[config.mk]
export PLATFORM = sky130hd
export DESIGN_NAME = nvm_security_boot_config
export DESIGN_NICKNAME = d
export VERILOG_FILES = /design/src/verilog/nvm_cfg_pkg.sv /design/src/verilog/wipe_qualifier.sv /design/src/verilog/nvm_security_boot_config.sv
export SDC_FILE = /design/constraint.sdc
export NUM_CORES = 1
export LEC_CHECK = 0
export BUFFER_PORTS_ARGS = -buffer_cell sky130_fd_sc_hd__clkbuf_2
export CAP_MARGIN = 0
export CORE_MARGIN = 5
export CORE_UTILIZATION = 35
export CTS_CLUSTER_SIZE = 8
export DETAILED_ROUTE_END_ITERATION = 16
export PLACE_DENSITY = 0.64
export SYNTH_ARGS = -nofsm -noshare
export SYNTH_HDL_FRONTEND = slang
export SYNTH_HIERARCHICAL = 1
export SYNTH_SLANG_ARGS = --single-unit
[constraint.sdc]
create_clock -name clk -period 1.9 [get_ports clk]
set_input_delay 0.19 -clock clk [delete_from_list [all_inputs] [get_ports clk]]
set_output_delay 0.19 -clock clk [all_outputs]
set_load 0.01 [all_outputs]
[src/verilog/nvm_cfg_pkg.sv]
package nvm_cfg_pkg;

	// ------------------------------------------------------------
	// Timing
	// ------------------------------------------------------------
	localparam int unsigned CLK_PERIOD_NS   = 100;
	localparam int unsigned WIPE_MIN_MS     = 220;
	// A least time: round up to whole cycles
	localparam int unsigned WIPE_CYCLES_DEF =
		(WIPE_MIN_MS * 1000000 + CLK_PERIOD_NS - 1) / CLK_PERIOD_NS;
	localparam int unsigned WIPE_CNT_W      = 22;

	// ------------------------------------------------------------
	// Register port map
	// ------------------------------------------------------------
	localparam int unsigned ADDR_W     = 8;
	localparam int unsigned DATA_W     = 32;
	localparam logic [7:0]  ADDR_CMD   = 8'h00;
	localparam logic [7:0]  ADDR_STAT  = 8'h04;
	localparam logic [7:0]  ADDR_CALIB = 8'h08;

	// Command word fields
	localparam int unsigned CMD_LSB    = 0;
	localparam int unsigned CMD_MSB    = 3;
	localparam int unsigned IDX_LSB    = 8;
	localparam int unsigned IDX_MSB    = 9;

	// Status word fields
	localparam int unsigned ST_GP_LSB  = 0;
	localparam int unsigned ST_GP_MSB  = 2;
	localparam int unsigned ST_SEC     = 4;
	localparam int unsigned ST_ARMED   = 5;
	localparam int unsigned ST_FFP     = 6;
	localparam int unsigned ST_WIPE    = 7;

	// ------------------------------------------------------------
	// General bits
	// ------------------------------------------------------------
	localparam int unsigned GP_N       = 3;
	localparam int unsigned GP_BOD_EN  = 0;
	localparam int unsigned GP_BOD_RST = 1;
	localparam int unsigned GP_BOOT    = 2;
	localparam logic [2:0]  GP_WIPE_CLR = 3'h7;
	localparam int unsigned CALIB_W    = 8;

	typedef enum logic [3:0] {
		CMD_SET_GPNVM = 4'h1,
		CMD_CLR_GPNVM = 4'h2,
		CMD_SET_SEC   = 4'h3
	} cmd_t;

	typedef enum logic [2:0] {
		FFP_READ,
		FFP_PAGE_PROG,
		FFP_PAGE_ERASE,
		FFP_FULL_ERASE,
		FFP_LOCK,
		FFP_UNLOCK,
		FFP_PROTECT
	} ffp_cmd_t;

	typedef struct packed {
		logic           security;
		logic [GP_N-1:0] gpnvm;
	} nvm_word_t;

	typedef struct packed {
		logic     valid;
		ffp_cmd_t cmd;
	} ffp_req_t;

endpackage

[src/verilog/wipe_qualifier.sv]
`timescale 1ns/1ps
module wipe_qualifier #(
	parameter int unsigned WIPE_CYCLES = nvm_cfg_pkg::WIPE_CYCLES_DEF
) (
	input  wire logic clk,
	input  wire logic reset,
	input  wire logic wipe_pin,
	output logic      wipe_held,
	output logic      wipe_event
);
	localparam int unsigned CW = nvm_cfg_pkg::WIPE_CNT_W;
	localparam logic [CW-1:0] LIMIT = CW'(WIPE_CYCLES);
	localparam logic [CW-1:0] ONE   = CW'(1);

	logic          meta_q, sync_q;
	logic [CW-1:0] cnt_q, cnt_d;
	logic          held_q, held_d;
	logic          ev_q, ev_d;

	// ------------------------------------------------------------
	// Pulse qualification
	// ------------------------------------------------------------
	// Glitches shorter than the minimum restart the count
	always_comb begin
		cnt_d  = cnt_q;
		held_d = held_q;
		ev_d   = 1'b0;
		if (!sync_q) begin
			cnt_d  = '0;
			held_d = 1'b0;
		end else if (cnt_q < LIMIT) begin
			cnt_d = cnt_q + ONE;
		end else if (!held_q) begin
			held_d = 1'b1;
			ev_d   = 1'b1;
		end
	end

	always_ff @(posedge clk) begin
		if (reset) begin
			meta_q <= 1'b0;
			sync_q <= 1'b0;
			cnt_q  <= '0;
			held_q <= 1'b0;
			ev_q   <= 1'b0;
		end else begin
			meta_q <= wipe_pin;
			sync_q <= meta_q;
			cnt_q  <= cnt_d;
			held_q <= held_d;
			ev_q   <= ev_d;
		end
	end

	assign wipe_held  = held_q;
	assign wipe_event = ev_q;

endmodule

[src/verilog/nvm_security_boot_config.sv]
// How it works
// RULE_01 - While secure, refuse debug and fast programming flash accesses.
// RULE_02 - Only the set-security command sets security; no command clears it.
// RULE_03 - Security clears only after wipe pin high then full erase.
// RULE_04 - With security clear, all interfaces reach the flash again.
// RULE_05 - The programmer holds the wipe pin longer than 220 ms.
// RULE_06 - General bits are restored from storage after power loss.
// RULE_07 - Set and clear general bit commands change each general bit.
// RULE_08 - General bit 0 drives the brownout detector enable.
// RULE_09 - Wipe clears general bit 0, disabling the detector.
// RULE_10 - General bit 1 is the brownout reset enable.
// RULE_11 - Wipe clears general bit 1, disabling brownout reset.
// RULE_12 - Eight calibration bits are fixed, never written, untouched by wipe.
// RULE_13 - Fast port takes read, program, erase, lock, unlock, protect.
// RULE_14 - Fast mode only while test pin and both straps are high.
// RULE_15 - General bit 2 picks flash boot; zero boots the ROM at 0x0.
// RULE_16 - Detector disabled by bit 0 goes to its low-current off state.
// RULE_17 - Wipe clears general bit 2, restoring ROM boot.
// RULE_18 - Wipe pin is synchronised and qualified by its minimum time.
`timescale 1ns/1ps
module nvm_security_boot_config #(
	parameter int unsigned WIPE_CYCLES = nvm_cfg_pkg::WIPE_CYCLES_DEF
) (
	input  wire logic                            clk,
	input  wire logic                            reset,
	input  wire logic [nvm_cfg_pkg::ADDR_W-1:0]  addr,
	input  wire logic [nvm_cfg_pkg::DATA_W-1:0]  wdata,
	input  wire logic                            wr,
	input  wire logic                            rd,
	output logic      [nvm_cfg_pkg::DATA_W-1:0]  rdata,
	input  wire nvm_cfg_pkg::nvm_word_t          nvm_in,
	output nvm_cfg_pkg::nvm_word_t               nvm_out,
	output logic                                 nvm_store,
	input  wire logic [nvm_cfg_pkg::CALIB_W-1:0] calib_fuse,
	output logic      [nvm_cfg_pkg::CALIB_W-1:0] calib,
	input  wire logic                            wipe_pin,
	input  wire logic                            full_erase_done,
	input  wire logic                            test_mode_pin,
	input  wire logic                            strap_pin_a,
	input  wire logic                            strap_pin_b,
	output logic                                 fast_programming_mode,
	input  wire nvm_cfg_pkg::ffp_req_t           ffp_req,
	output logic                                 ffp_accept,
	output logic                                 ffp_refuse,
	output nvm_cfg_pkg::ffp_req_t                flash_cmd,
	input  wire logic                            dbg_req,
	output logic                                 dbg_grant,
	output logic                                 security_bit,
	output logic                                 bod_enable,
	output logic                                 bod_off_lowpower,
	output logic                                 bod_reset_enable,
	output logic                                 boot_from_flash,
	output logic                                 rom_at_zero
);

	typedef enum logic [1:0] {SEC_OPEN, SEC_LOCKED, SEC_ARMED} sec_st_t;

	localparam int unsigned GN = nvm_cfg_pkg::GP_N;
	localparam logic [1:0] GP_LAST = 2'(GN - 1);

	function automatic logic idx_ok(input logic [1:0] idx);
		return idx <= GP_LAST;
	endfunction

	function automatic logic [GN-1:0] onehot(input logic [1:0] idx);
		return GN'(1) << idx;
	endfunction

	// ------------------------------------------------------------
	// Wipe pin qualification
	// ------------------------------------------------------------
	logic wipe_held, wipe_event;

	wipe_qualifier #(.WIPE_CYCLES(WIPE_CYCLES)) u_wipe (
		.clk        (clk),
		.reset      (reset),
		.wipe_pin   (wipe_pin),
		.wipe_held  (wipe_held),
		.wipe_event (wipe_event)
	); // RULE_18

	// ------------------------------------------------------------
	// Command decode
	// ------------------------------------------------------------
	logic       cmd_go;
	logic [3:0] cmd_code;
	logic [1:0] cmd_idx;
	logic       set_sec, set_gp, clr_gp;

	assign cmd_go   = wr && (addr == nvm_cfg_pkg::ADDR_CMD);
	assign cmd_code = wdata[nvm_cfg_pkg::CMD_MSB:nvm_cfg_pkg::CMD_LSB];
	assign cmd_idx  = wdata[nvm_cfg_pkg::IDX_MSB:nvm_cfg_pkg::IDX_LSB];
	assign set_sec  = cmd_go && (cmd_code == nvm_cfg_pkg::CMD_SET_SEC);
	assign set_gp   = cmd_go && (cmd_code == nvm_cfg_pkg::CMD_SET_GPNVM)
		&& idx_ok(cmd_idx);
	assign clr_gp   = cmd_go && (cmd_code == nvm_cfg_pkg::CMD_CLR_GPNVM)
		&& idx_ok(cmd_idx);

	// ------------------------------------------------------------
	// Security state and general bits
	// ------------------------------------------------------------
	sec_st_t         st_q, st_d;
	logic [GN-1:0]   gp_q, gp_d;
	logic [nvm_cfg_pkg::CALIB_W-1:0] calib_q;
	logic            store_q, store_d;
	logic            secure;

	assign secure = (st_q != SEC_OPEN);

	always_comb begin
		st_d = st_q;
		unique case (st_q)
			SEC_OPEN: begin
				if (set_sec)
					st_d = SEC_LOCKED; // RULE_02
			end
			SEC_LOCKED: begin
				if (wipe_event)
					st_d = SEC_ARMED; // RULE_03
			end
			SEC_ARMED: begin
				// A set in the same cycle as the erase end wins
				if (full_erase_done && !set_sec)
					st_d = SEC_OPEN; // RULE_03
			end
		endcase
	end

	always_comb begin
		gp_d = gp_q;
		if (wipe_event)
			gp_d = gp_q & ~nvm_cfg_pkg::GP_WIPE_CLR; // RULE_09 RULE_11 RULE_17
		if (clr_gp)
			gp_d = gp_d & ~onehot(cmd_idx); // RULE_07
		if (set_gp)
			gp_d = gp_d | onehot(cmd_idx); // RULE_07
		store_d = (gp_d != gp_q) || ((st_d == SEC_OPEN) != !secure);
	end

	// Storage is read back on reset so settings survive power cycles
	always_ff @(posedge clk) begin
		if (reset) begin
			st_q    <= nvm_in.security ? SEC_LOCKED : SEC_OPEN; // RULE_06
			gp_q    <= nvm_in.gpnvm; // RULE_06
			calib_q <= calib_fuse; // RULE_12
			store_q <= 1'b0;
		end else begin
			st_q    <= st_d;
			gp_q    <= gp_d;
			calib_q <= calib_q; // RULE_12
			store_q <= store_d;
		end
	end

	assign nvm_out.security = secure;
	assign nvm_out.gpnvm    = gp_q;
	assign nvm_store        = store_q;
	assign calib            = calib_q;
	assign security_bit     = secure;

	assign bod_enable       = gp_q[nvm_cfg_pkg::GP_BOD_EN]; // RULE_08
	assign bod_off_lowpower = !gp_q[nvm_cfg_pkg::GP_BOD_EN]; // RULE_16
	assign bod_reset_enable = gp_q[nvm_cfg_pkg::GP_BOD_RST]; // RULE_10
	assign boot_from_flash  = gp_q[nvm_cfg_pkg::GP_BOOT]; // RULE_15
	assign rom_at_zero      = !gp_q[nvm_cfg_pkg::GP_BOOT]; // RULE_15

	// ------------------------------------------------------------
	// Access gating
	// ------------------------------------------------------------
	logic                  mode_q, mode_d;
	logic                  acc_q, acc_d, ref_q, ref_d;
	nvm_cfg_pkg::ffp_req_t fcmd_q, fcmd_d;

	always_comb begin
		mode_d = test_mode_pin && strap_pin_a && strap_pin_b; // RULE_14
		acc_d  = 1'b0;
		ref_d  = 1'b0;
		fcmd_d = '0;
		// Requests are ignored outside fast programming mode
		if (mode_q && ffp_req.valid) begin
			if (secure) begin
				ref_d = 1'b1; // RULE_01
			end else begin
				acc_d  = 1'b1; // RULE_04 RULE_13
				fcmd_d = ffp_req; // RULE_13
			end
		end
	end

	always_ff @(posedge clk) begin
		if (reset) begin
			mode_q <= 1'b0;
			acc_q  <= 1'b0;
			ref_q  <= 1'b0;
			fcmd_q <= '0;
		end else begin
			mode_q <= mode_d;
			acc_q  <= acc_d;
			ref_q  <= ref_d;
			fcmd_q <= fcmd_d;
		end
	end

	assign fast_programming_mode = mode_q;
	assign ffp_accept            = acc_q;
	assign ffp_refuse            = ref_q;
	assign flash_cmd             = fcmd_q;
	assign dbg_grant             = dbg_req && !secure; // RULE_01 RULE_04

	// ------------------------------------------------------------
	// Read port
	// ------------------------------------------------------------
	logic [nvm_cfg_pkg::DATA_W-1:0] rdata_q, rdata_d;

	always_comb begin
		rdata_d = '0;
		if (rd) begin
			unique case (addr)
				nvm_cfg_pkg::ADDR_STAT: begin
					rdata_d[nvm_cfg_pkg::ST_GP_MSB:nvm_cfg_pkg::ST_GP_LSB]
						= gp_q;
					rdata_d[nvm_cfg_pkg::ST_SEC]   = secure;
					rdata_d[nvm_cfg_pkg::ST_ARMED] = (st_q == SEC_ARMED);
					rdata_d[nvm_cfg_pkg::ST_FFP]   = mode_q;
					rdata_d[nvm_cfg_pkg::ST_WIPE]  = wipe_held;
				end
				nvm_cfg_pkg::ADDR_CALIB: begin
					rdata_d[nvm_cfg_pkg::CALIB_W-1:0] = calib_q;
				end
				default: begin
					rdata_d = '0;
				end
			endcase
		end
	end

	always_ff @(posedge clk) begin
		if (reset)
			rdata_q <= '0;
		else
			rdata_q <= rdata_d;
	end

	assign rdata = rdata_q;
endmodule

Word level (Yosys, flattened, before mapping)
Cells that the tools add are included.
- register bits after elaboration: 79
- input bits: 66
- output and inout port bits: 59
- logic and storage cells: 78
- add/sub/neg operators: 1
- $lt $le $gt $ge: 2
- eq/ne operators: 9
- shift-type cells: 1
- multiplexer cells: 15
- bitwise operators: 7
- reduce and logical (&&, ||, !) cells: 26
- operators with widths (cell ; number):
    $add A22 B1 Y22 const B ; 1
    $lt A22 B22 Y1 const B ; 1
    $mux W3 ; 4
    $logic_and A1 B1 Y1 ; 11
    $reduce_or A3 Y1 ; 3
    $eq A4 B2 Y1 const B ; 2
    $eq A8 B3 Y1 const B ; 1
    $eq A8 B4 Y1 const B ; 1
    $logic_not A8 Y1 ; 1
    $mux W2 ; 4
    $pmux W4 S2 ; 1
    $pmux W2 S3 ; 1
    $pmux W3 S2 ; 1
    $reduce_or A2 Y1 ; 3
    $eq A4 B1 Y1 const B ; 1
    $logic_not A1 Y1 ; 4
    $logic_not A2 Y1 ; 2
    $mux W1 ; 4
    $not A1 Y1 ; 4
    $and A3 B3 Y3 ; 1
    $ne A3 B3 Y1 ; 1
    $not A3 Y3 ; 1
    $or A3 B3 Y3 ; 1
    $shl A1 B2 Y3 const A ; 1
    6 further kinds ; 6

Logic depth before layout (Yosys ltp)
Gate-level depths: netlist of run 1.
- depth after elaboration: 10
- depth in mapped cells: 8
- mapped depth without buffers: 8

Modules after synthesis
Netlist of run 1, hierarchy kept.
- modules (own cells, without submodules) (module ; times used ; cells an instance ; area each (um^2) ; sequential area each (um^2)):
    nvm_security_boot_config ; 1 ; 160 ; 1491.4 ; 660.6
    wipe_qualifier ; 1 ; 137 ; 1191.1 ; 520.5

Worst setup path before layout of run 1
Ideal clock, no wire load.
- path kind: register to register
- start: register u_wipe.cnt_q[17]
- end: register u_wipe.cnt_q[16]
- arrival: 1772 ps
- required time: 1785 ps
- setup slack: 14 ps
- cell stages (with the launch flop): 7
- clock period less this slack: 1886 ps
- path through: dfxtp_1 o41ai_4 nand4_1 or2_0 buf_2 o31a_2 o21a_1
- longest elaborated chain between the ends: 1
- RTL lines (what ; line ; RTL):
    start: declaration ; wipe_qualifier.sv:16 ; logic [CW-1:0] cnt_q, cnt_d;
    start signal: assignment ; wipe_qualifier.sv:49 ; cnt_q <= cnt_d;
    $lt A22 B22 Y1 ; wipe_qualifier.sv:31 ; end else if (cnt_q < LIMIT) begin
Every way passes these cells.
A chain may end at the register's enable or synchronous reset.

Worst setup path in the final report of run 1
Ends and elaborated chain as after synthesis.

==> results.md, run 1 <==
* Setup violators final at 0
* CP cell instances: o41ai_4, nand4_1, or2_4, o31a_2, o21a_1
* Mux cell area share after synthesis at 1.166%
* Root buf cell: clkbuf_8
* ANT cells at 0
* Total number of vias at 2256
* Cell Int Power at 1.577 mW
* Switching share of power at 26.43%
* Yosys Warn Count at 6
* Cell area power density at 658.1 nW/um2
* Worst relative slew slack at 62.70%
* Cell area after synthesis at 2683 um2
* DRT antenna net count at 0
* Port bufs at 74
* Worst skew pair latency at 0.31 ns
* Flops & latches, synth at 55
* Crit path DAT at 2.03 ns
* Reg power frac at 57.5%
* Pin count of the biggest net entering global routing at 20
* Commonest non-fill, non-tap cell in the layout: clkbuf_2
* Final hold vios at 0
* Boundary pin count at 125
* Largest family of logic cells by synthesized area: simple AND/OR/NAND/NOR gates
* GRT overflow at 0
* Clock power share at 31.7%
* Crit share post-route at 95.39%
* Die Wd at 97.55 um
* Register area share after synthesis at 44.03%
* Setup skew after layout at 0.006612 ns
* Standard-cell row count at 32
* CP max FO at 4
* Vias/cell at 4.720
* Chip Height at 97.55 um
* Clk sinks at 55
* Placed Instances at 469
* Quantity of hold-fixing buffers added after cts at 0
* Total Wirelength at 5974 um
* Reg clk slew, reported paths at 0.11 ns
* Layout fillers at 771
* Crit path largest cell delay at 0.39 ns
* Post-Synth Adder-Cell Area at 1.866%
* Status: completed
* Remaining DRCs at 0
* Finished Layout Cells at 478
* Layout cells sized above 1 at 30.05%
* # Max-Cap Violations at 0
* DR pass1 iterations at 5
* Peak supply drop at 291.8 uV
* Sw Pwr at 0.5664 mW
* Post-synth top flop: dfxtp_1
* Core Util, Final at 42.81%
* Async S/R FF share, synth at 0%
* Fmax achieved at 551.7 MHz
* Initial Utilization at 35.26%
* Crit path max-delay cell type: o41ai_4
* Leak at 1.311 nW
* WHS at 0.05243 ns
* HP Class: in -> reg
* Minimum clock period at 1.812 ns
* Crit end category: flip-flop
* Post-detail-place hpwl at 4643 um
* Placeable Area at 7607 um2
* Final #Nets at 445
* Number of synthesized flops with an enable pin at 8
* RSZ-0062 raised after global routing: yes
* Die area at 9515 um2
* Most frequent cells in the layout: clkbuf_2 (74), dfxtp_1 (43), nor2_1 (33), conb_1 (24), nand2_1 (17)
* Mean Syn Cell Area at 9.032 um2
* Post-route setup TNS at 0 ns
* Vias in the first global route at 2092
* Wire length per cell at 12.50 um
* Initial DRC count at 71
* Routability cong. at 0.7395
* Yosys cell types at 51
* Area growth, synth to finish at 21.41%
* Gr usage total at 12.27%
* Max Slew Vio Count at 0
* Worst-Margin Slew at 0.5583 ns
* Antenna violations before repair at 0
* First-pass GRT wire length at 9839 um
* Pre-CTS WS at 0.03313 ns
* Num CTS Buffers at 5
* Comb pwr share at 10.8%
* Critical Path RT at 2.12 ns
* Compound-Gate Fraction of Synth Area at 11.85%
* CTS tree: yes
* Simple-gate share of the synthesized area at 26.31%
* CTS Buffer Depth at 2
* Setup ws final at 0.08754 ns
* Startpoint type of the worst setup path: flip-flop
* Critical path class: reg -> reg
* Mapped Cells at 297
* H-tree Lvls at 2
* Post-Synth XOR/XNOR Area at 3.918%
## final cells by class
class	instances	area (um2)	area share, %
clock buffer	5	68.82	2.113
timing repair buffer	86	460.4	14.14
tap	102	127.6	3.919
multi-input combinational	217	1345	41.30
sequential	55	1189	36.50
clock inverter	3	28.78	0.8836
inverter	10	37.54	1.153
## power groups by stage
stage          Combinational [mW]  Sequential (mW)  Clock (mW)
3_3_place_gp                0.227             1.26           0
4_1_cts                     0.229             1.23       0.721
2_1_floorplan               0.152             1.27           0
5_1_grt                     0.255             1.24       0.751
6_report                    0.232             1.23       0.680
3_5_place_dp                0.228             1.26           0
## critical path, delay by kind of cell (launching register included)
kind             cells  cell delay (ns)
AO/OA/AOI/OAI        3             0.87
flip-flops           1             0.36
AND/OR/NAND/NOR      2             0.49
## through the flow
| stage | power, mW | instance area, um2 |
|---|---|---|
| after floorplan | 1.417 | 2769 |
| after global placement | 1.485 | 3099 |
| after detailed placement | 1.487 | 3099 |
| after CTS | 2.182 | 3198 |
| after global routing | 2.243 | 3257 |
| final | 2.143 | 3257 |
## synthesized netlist by cell type (9+ instances only)
cell | instances | area, um2
a21oi_1 | 13 | 65.06
buf_4 | 28 | 210.2
dfxtp_1 | 47 | 940.9
inv_1 | 10 | 37.54
nand2_1 | 17 | 63.81
nor2_1 | 33 | 123.9
nor3_1 | 14 | 70.07
o21ai_0 | 9 | 45.04
xnor2_1 | 11 | 96.34
## sequential cells by signal (all words and copies together) (netlist names)
signal and flops:
fast_programming_mode 1, rdata 8, u_wipe/meta_q 1, ffp_refuse 1
flash_cmd 4, u_wipe/cnt_q 22, nvm_store 1, u_wipe/wipe_held 1
st_q 2, u_wipe/wipe_event 1, ffp_accept 1, u_wipe/sync_q 1
gp_q 3, calib 8
## layer usage
layer / up-vias / global-route usage [%] / share of wire, %
met5: - / 0 / 0
met4: 0 / 3.195 / 1.1
met3: 5 / 4.307 / 9.4
met2: 82 / 19.35 / 44
met1: 1025 / 15.98 / 45
li1: 1144 / - / -
## timing repair
item                                    CTS  global route
endpoints found under the hold margin     0             0
resized for setup                         1            14
setup buffers                             0             1
endpoints found under the setup margin    1            12
pin swaps                                 0             4
## cells by family (layout without fill, tap and decap cells)
| logic type | after synthesis | in the layout |
|---|---|---|
| AOI/OAI and AO/OA | 46 | 46 |
| muxes | 3 | 3 |
| adders and majority gates | 4 | 4 |
| xor gates and xnor gates | 12 | 12 |
| and+or+nand+nor | 128 | 128 |
| buffers and inverters | 48 | 104 |
| DFF | 55 | 55 |
| other | 1 | 24 |
## path summary, 6_finish.rpt
| kind | startpoint | to | slack [ns] | cells after the start |
|---|---|---|---|---|
| worst min register to register | u_wipe/meta_q$_SDFF_PP0_ | u_wipe/sync_q$_SDFF_PP0_ | 0.45 | 1 |
| worst max register to register | u_wipe/cnt_q[17]$_SDFFE_PP0N_ | u_wipe/cnt_q[16]$_SDFFE_PP0N_ | 0.09 | 5 |
| worst max-delay path | u_wipe/cnt_q[17]$_SDFFE_PP0N_ | u_wipe/cnt_q[16]$_SDFFE_PP0N_ | 0.09 | 5 |
| worst min-delay path | calib_fuse[6] | calib[6]$_DFFE_PP_ | 0.05 | 1 |
Note: power is estimated with default switching activity, not from simulation.
==> inputs of run 2 (changes only) <==
--- a/config.mk
+++ b/config.mk
@@ -5,13 +5,14 @@
 export SDC_FILE = /design/constraint.sdc
 export NUM_CORES = 1
 export LEC_CHECK = 0
+export ABC_AREA = 1
 export BUFFER_PORTS_ARGS = -buffer_cell sky130_fd_sc_hd__clkbuf_2
 export CAP_MARGIN = 0
 export CORE_MARGIN = 5
 export CORE_UTILIZATION = 35
 export CTS_CLUSTER_SIZE = 8
 export DETAILED_ROUTE_END_ITERATION = 16
-export PLACE_DENSITY = 0.64
+export PLACE_DENSITY = 0.62
 export SYNTH_ARGS = -nofsm -noshare
 export SYNTH_HDL_FRONTEND = slang
 export SYNTH_HIERARCHICAL = 1
==> run 2 against run 1 <==
Effect of this change: routed wire length rose by 16%; hold slack worse by 0.0016 ns; via count up 22%; power decreased by 1.7%; clock power down 5.7%.
==> results.md, run 2 <==
* Cell area power density at 594.0 nW/um2
* Yosys top cell by area: dfxtp_1
* Area growth, synth to finish at 14.68%
* CTS tree: yes
* Initial DRC count at 96
* Tot Pwr at 2.108 mW
* Setup violators final at 0
* Top post-synthesis cells by area: dfxtp_1 (30%), nand2_1 (12%), edfxtp_1 (7.8%), inv_1 (7.6%), nor2_1 (7.6%)
* First-pass GRT wire length at 12160 um
* Max reg flops at 22
* Layout cells sized above 1 at 20.70%
* Cell area after synthesis at 3094 um2
* Startpoint type of the worst setup path: flip-flop
* Crit end category: flip-flop
* Crit path DAT at 1.79 ns
* Worst skew pair latency at 0.31 ns
* Max Slew Vio Count at 0
* Post-route setup TNS at 0 ns
* Chip Height at 104.0 um
* Status: completed
* Num CTS Buffers at 5
* Mean Syn Cell Area at 7.064 um2
* Mapped Cells at 438
* Antenna violations before repair at 0
* Gr usage total at 13.16%
* Placeable Area at 8678 um2
* Fmax achieved at 627.9 MHz
* Reg clk slew, reported paths at 0.09 ns
* Die area at 10820 um2
* Finished Layout Cells at 620
* Crit. Startpoint: u_wipe/cnt_q[15]$_SDFFE_PP0N_
* Post-synth top flop: dfxtp_1
* Peak supply drop at 250.2 uV
* Remaining DRCs at 0
* GRT overflow at 0
* Minimum clock period at 1.593 ns
* HP Class: in -> reg
* Hold Startpoint: calib_fuse[1]
* Core Util, Final at 40.89%
* Commonest non-fill, non-tap cell in the layout: nand2_1
* Final hold vios at 0
* Vias in the first global route at 2663
* Reg2reg path depth at 9
* CTS Buffer Depth at 2
* Initial Utilization at 35.65%
* Wire length per cell at 11.19 um
* Reg-to-reg setup timing slack at 0.31 ns
* Critical Path RT at 2.10 ns
* ANT cells at 0
* DRT antenna net count at 0
* WHS at 0.05079 ns
* Post-detail-place hpwl at 5576 um
* Placed Instances at 612
* CP max FO at 16
* Quantity of hold-fixing buffers added after cts at 0
* Setup skew after layout at 0.007620 ns
* Flops & latches, synth at 55
* RSZ-0062 raised after global routing: no
* Hold Path Stages at 1
* Yosys cell types at 35
* Total number of vias at 2756
* Cell with the most instances after synthesis: nand2_1
* H-tree Lvls at 2
* Root buf cell: clkbuf_8
* Routability cong. at 0.8753
* Clk sinks at 55
* Yosys Warn Count at 6
* Async S/R FF share, synth at 0%
* Total Wirelength at 6935 um
* Reg with most FFs: u_wipe/cnt_q
* Post-CTS setup buffer count at 0
* # Max-Cap Violations at 0
* Leak at 1.615 nW
* Register area share after synthesis at 38.17%
* Vias/cell at 4.445
* Standard-cell row count at 34
* Boundary pin count at 125
* Reg2reg start: u_wipe/cnt_q[15]$_SDFFE_PP0N_
* Die Wd at 104.0 um
* Most frequent cells in the layout: nand2_1 (100), clkbuf_2 (74), inv_1 (63), nor2_1 (63), dfxtp_1 (47)
* Area share of the largest cell type after synthesis at 30.41%
* Post-synth top cells: nand2_1 (100), inv_1 (63), nor2_1 (63), dfxtp_1 (47), nand3_1 (41)
* Final #Nets at 581
* Critical path class: reg -> reg
* DR pass1 iterations at 6
* Number of synthesized flops with an enable pin at 8
* Pin count of the biggest net entering global routing at 20
* Crit share post-route at 83.82%
* Post-CTS Resized at 0
* Port bufs at 74
[run 2: cell types whose count changed after synthesis, sizes merged, moves of 7 or more]
cell   delta
nand2    +86
nor2     +35
nor2b     -7
nand3    +35
inv      +54
a22oi     -7
nor3     -13
[run 2: critical path, cell delays in order (launching register included)]
cell and delay [ns]:
dfxtp_1 0.43, nand2_1 0.12, clkinv_1 0.09, nand2_2 0.06, nor2_4 0.12, nand3_4 0.17, nand2_4 0.23, inv_4 0.12
nand2_1 0.10, a21oi_2 0.05
[run 2: layout make-up]
class,count,area [um2]
multi-input combinational,306,1499
clock buffer,6,72.57
timing repair buffer,78,400.4
fill,898,5130
tap,108,135.1
sequential,55,1181
clock inverter,2,13.76
inverter,65,246.5
[run 2: cell families after synthesis]
kind of cell	count (synthesis)	synth area share [%]
AO/OA/AOI/OAI	31	6.429
XOR/XNOR	9	2.547
adder cells (fa/ha/maj)	4	1.618
buffers and inverters	100	16.17
flip-flops	55	38.17
other	1	0.1212
AND/OR/NAND/NOR	238	34.94
[run 2: per-layer routing]
layer / part of all wire (%) / track usage [%] / wire [um]
met3: 5.4 / 3.290 / 372
met2: 49 / 22.31 / 3370
met1: 45 / 16.35 / 3111
met5: 0 / 0 / 0
met4: 1.2 / 4.070 / 81
[run 2: through the flow]
step	worst slack, ns	instance area [um2]
final	0.3074	3548
after floorplan	0.5285	3181
after detailed placement	0.3175	3462
after global routing	0.1285	3548
after CTS	0.2947	3548
after global placement	0.3434	3462
[run 2: final timing paths]
| kind | endpoint |
|---|---|
| hold / removal | calib[1]$_DFFE_PP_ |
| setup / recovery | u_wipe/cnt_q[12]$_SDFFE_PP0N_ |
| setup reg to reg | u_wipe/cnt_q[12]$_SDFFE_PP0N_ |
| hold reg to reg | u_wipe/sync_q$_SDFF_PP0_ |
[run 2: power breakdown]
| part | leakage [nW] | total (mW) | switching (mW) | internal [mW] |
|---|---|---|---|---|
| combinational | 1.11 | 0.240 | 0.150 | 0.0898 |
| sequential | 0.459 | 1.23 | 0.0174 | 1.21 |
| clock | 0.0452 | 0.641 | 0.380 | 0.261 |
| total | 1.62 | 2.11 | 0.548 | 1.56 |
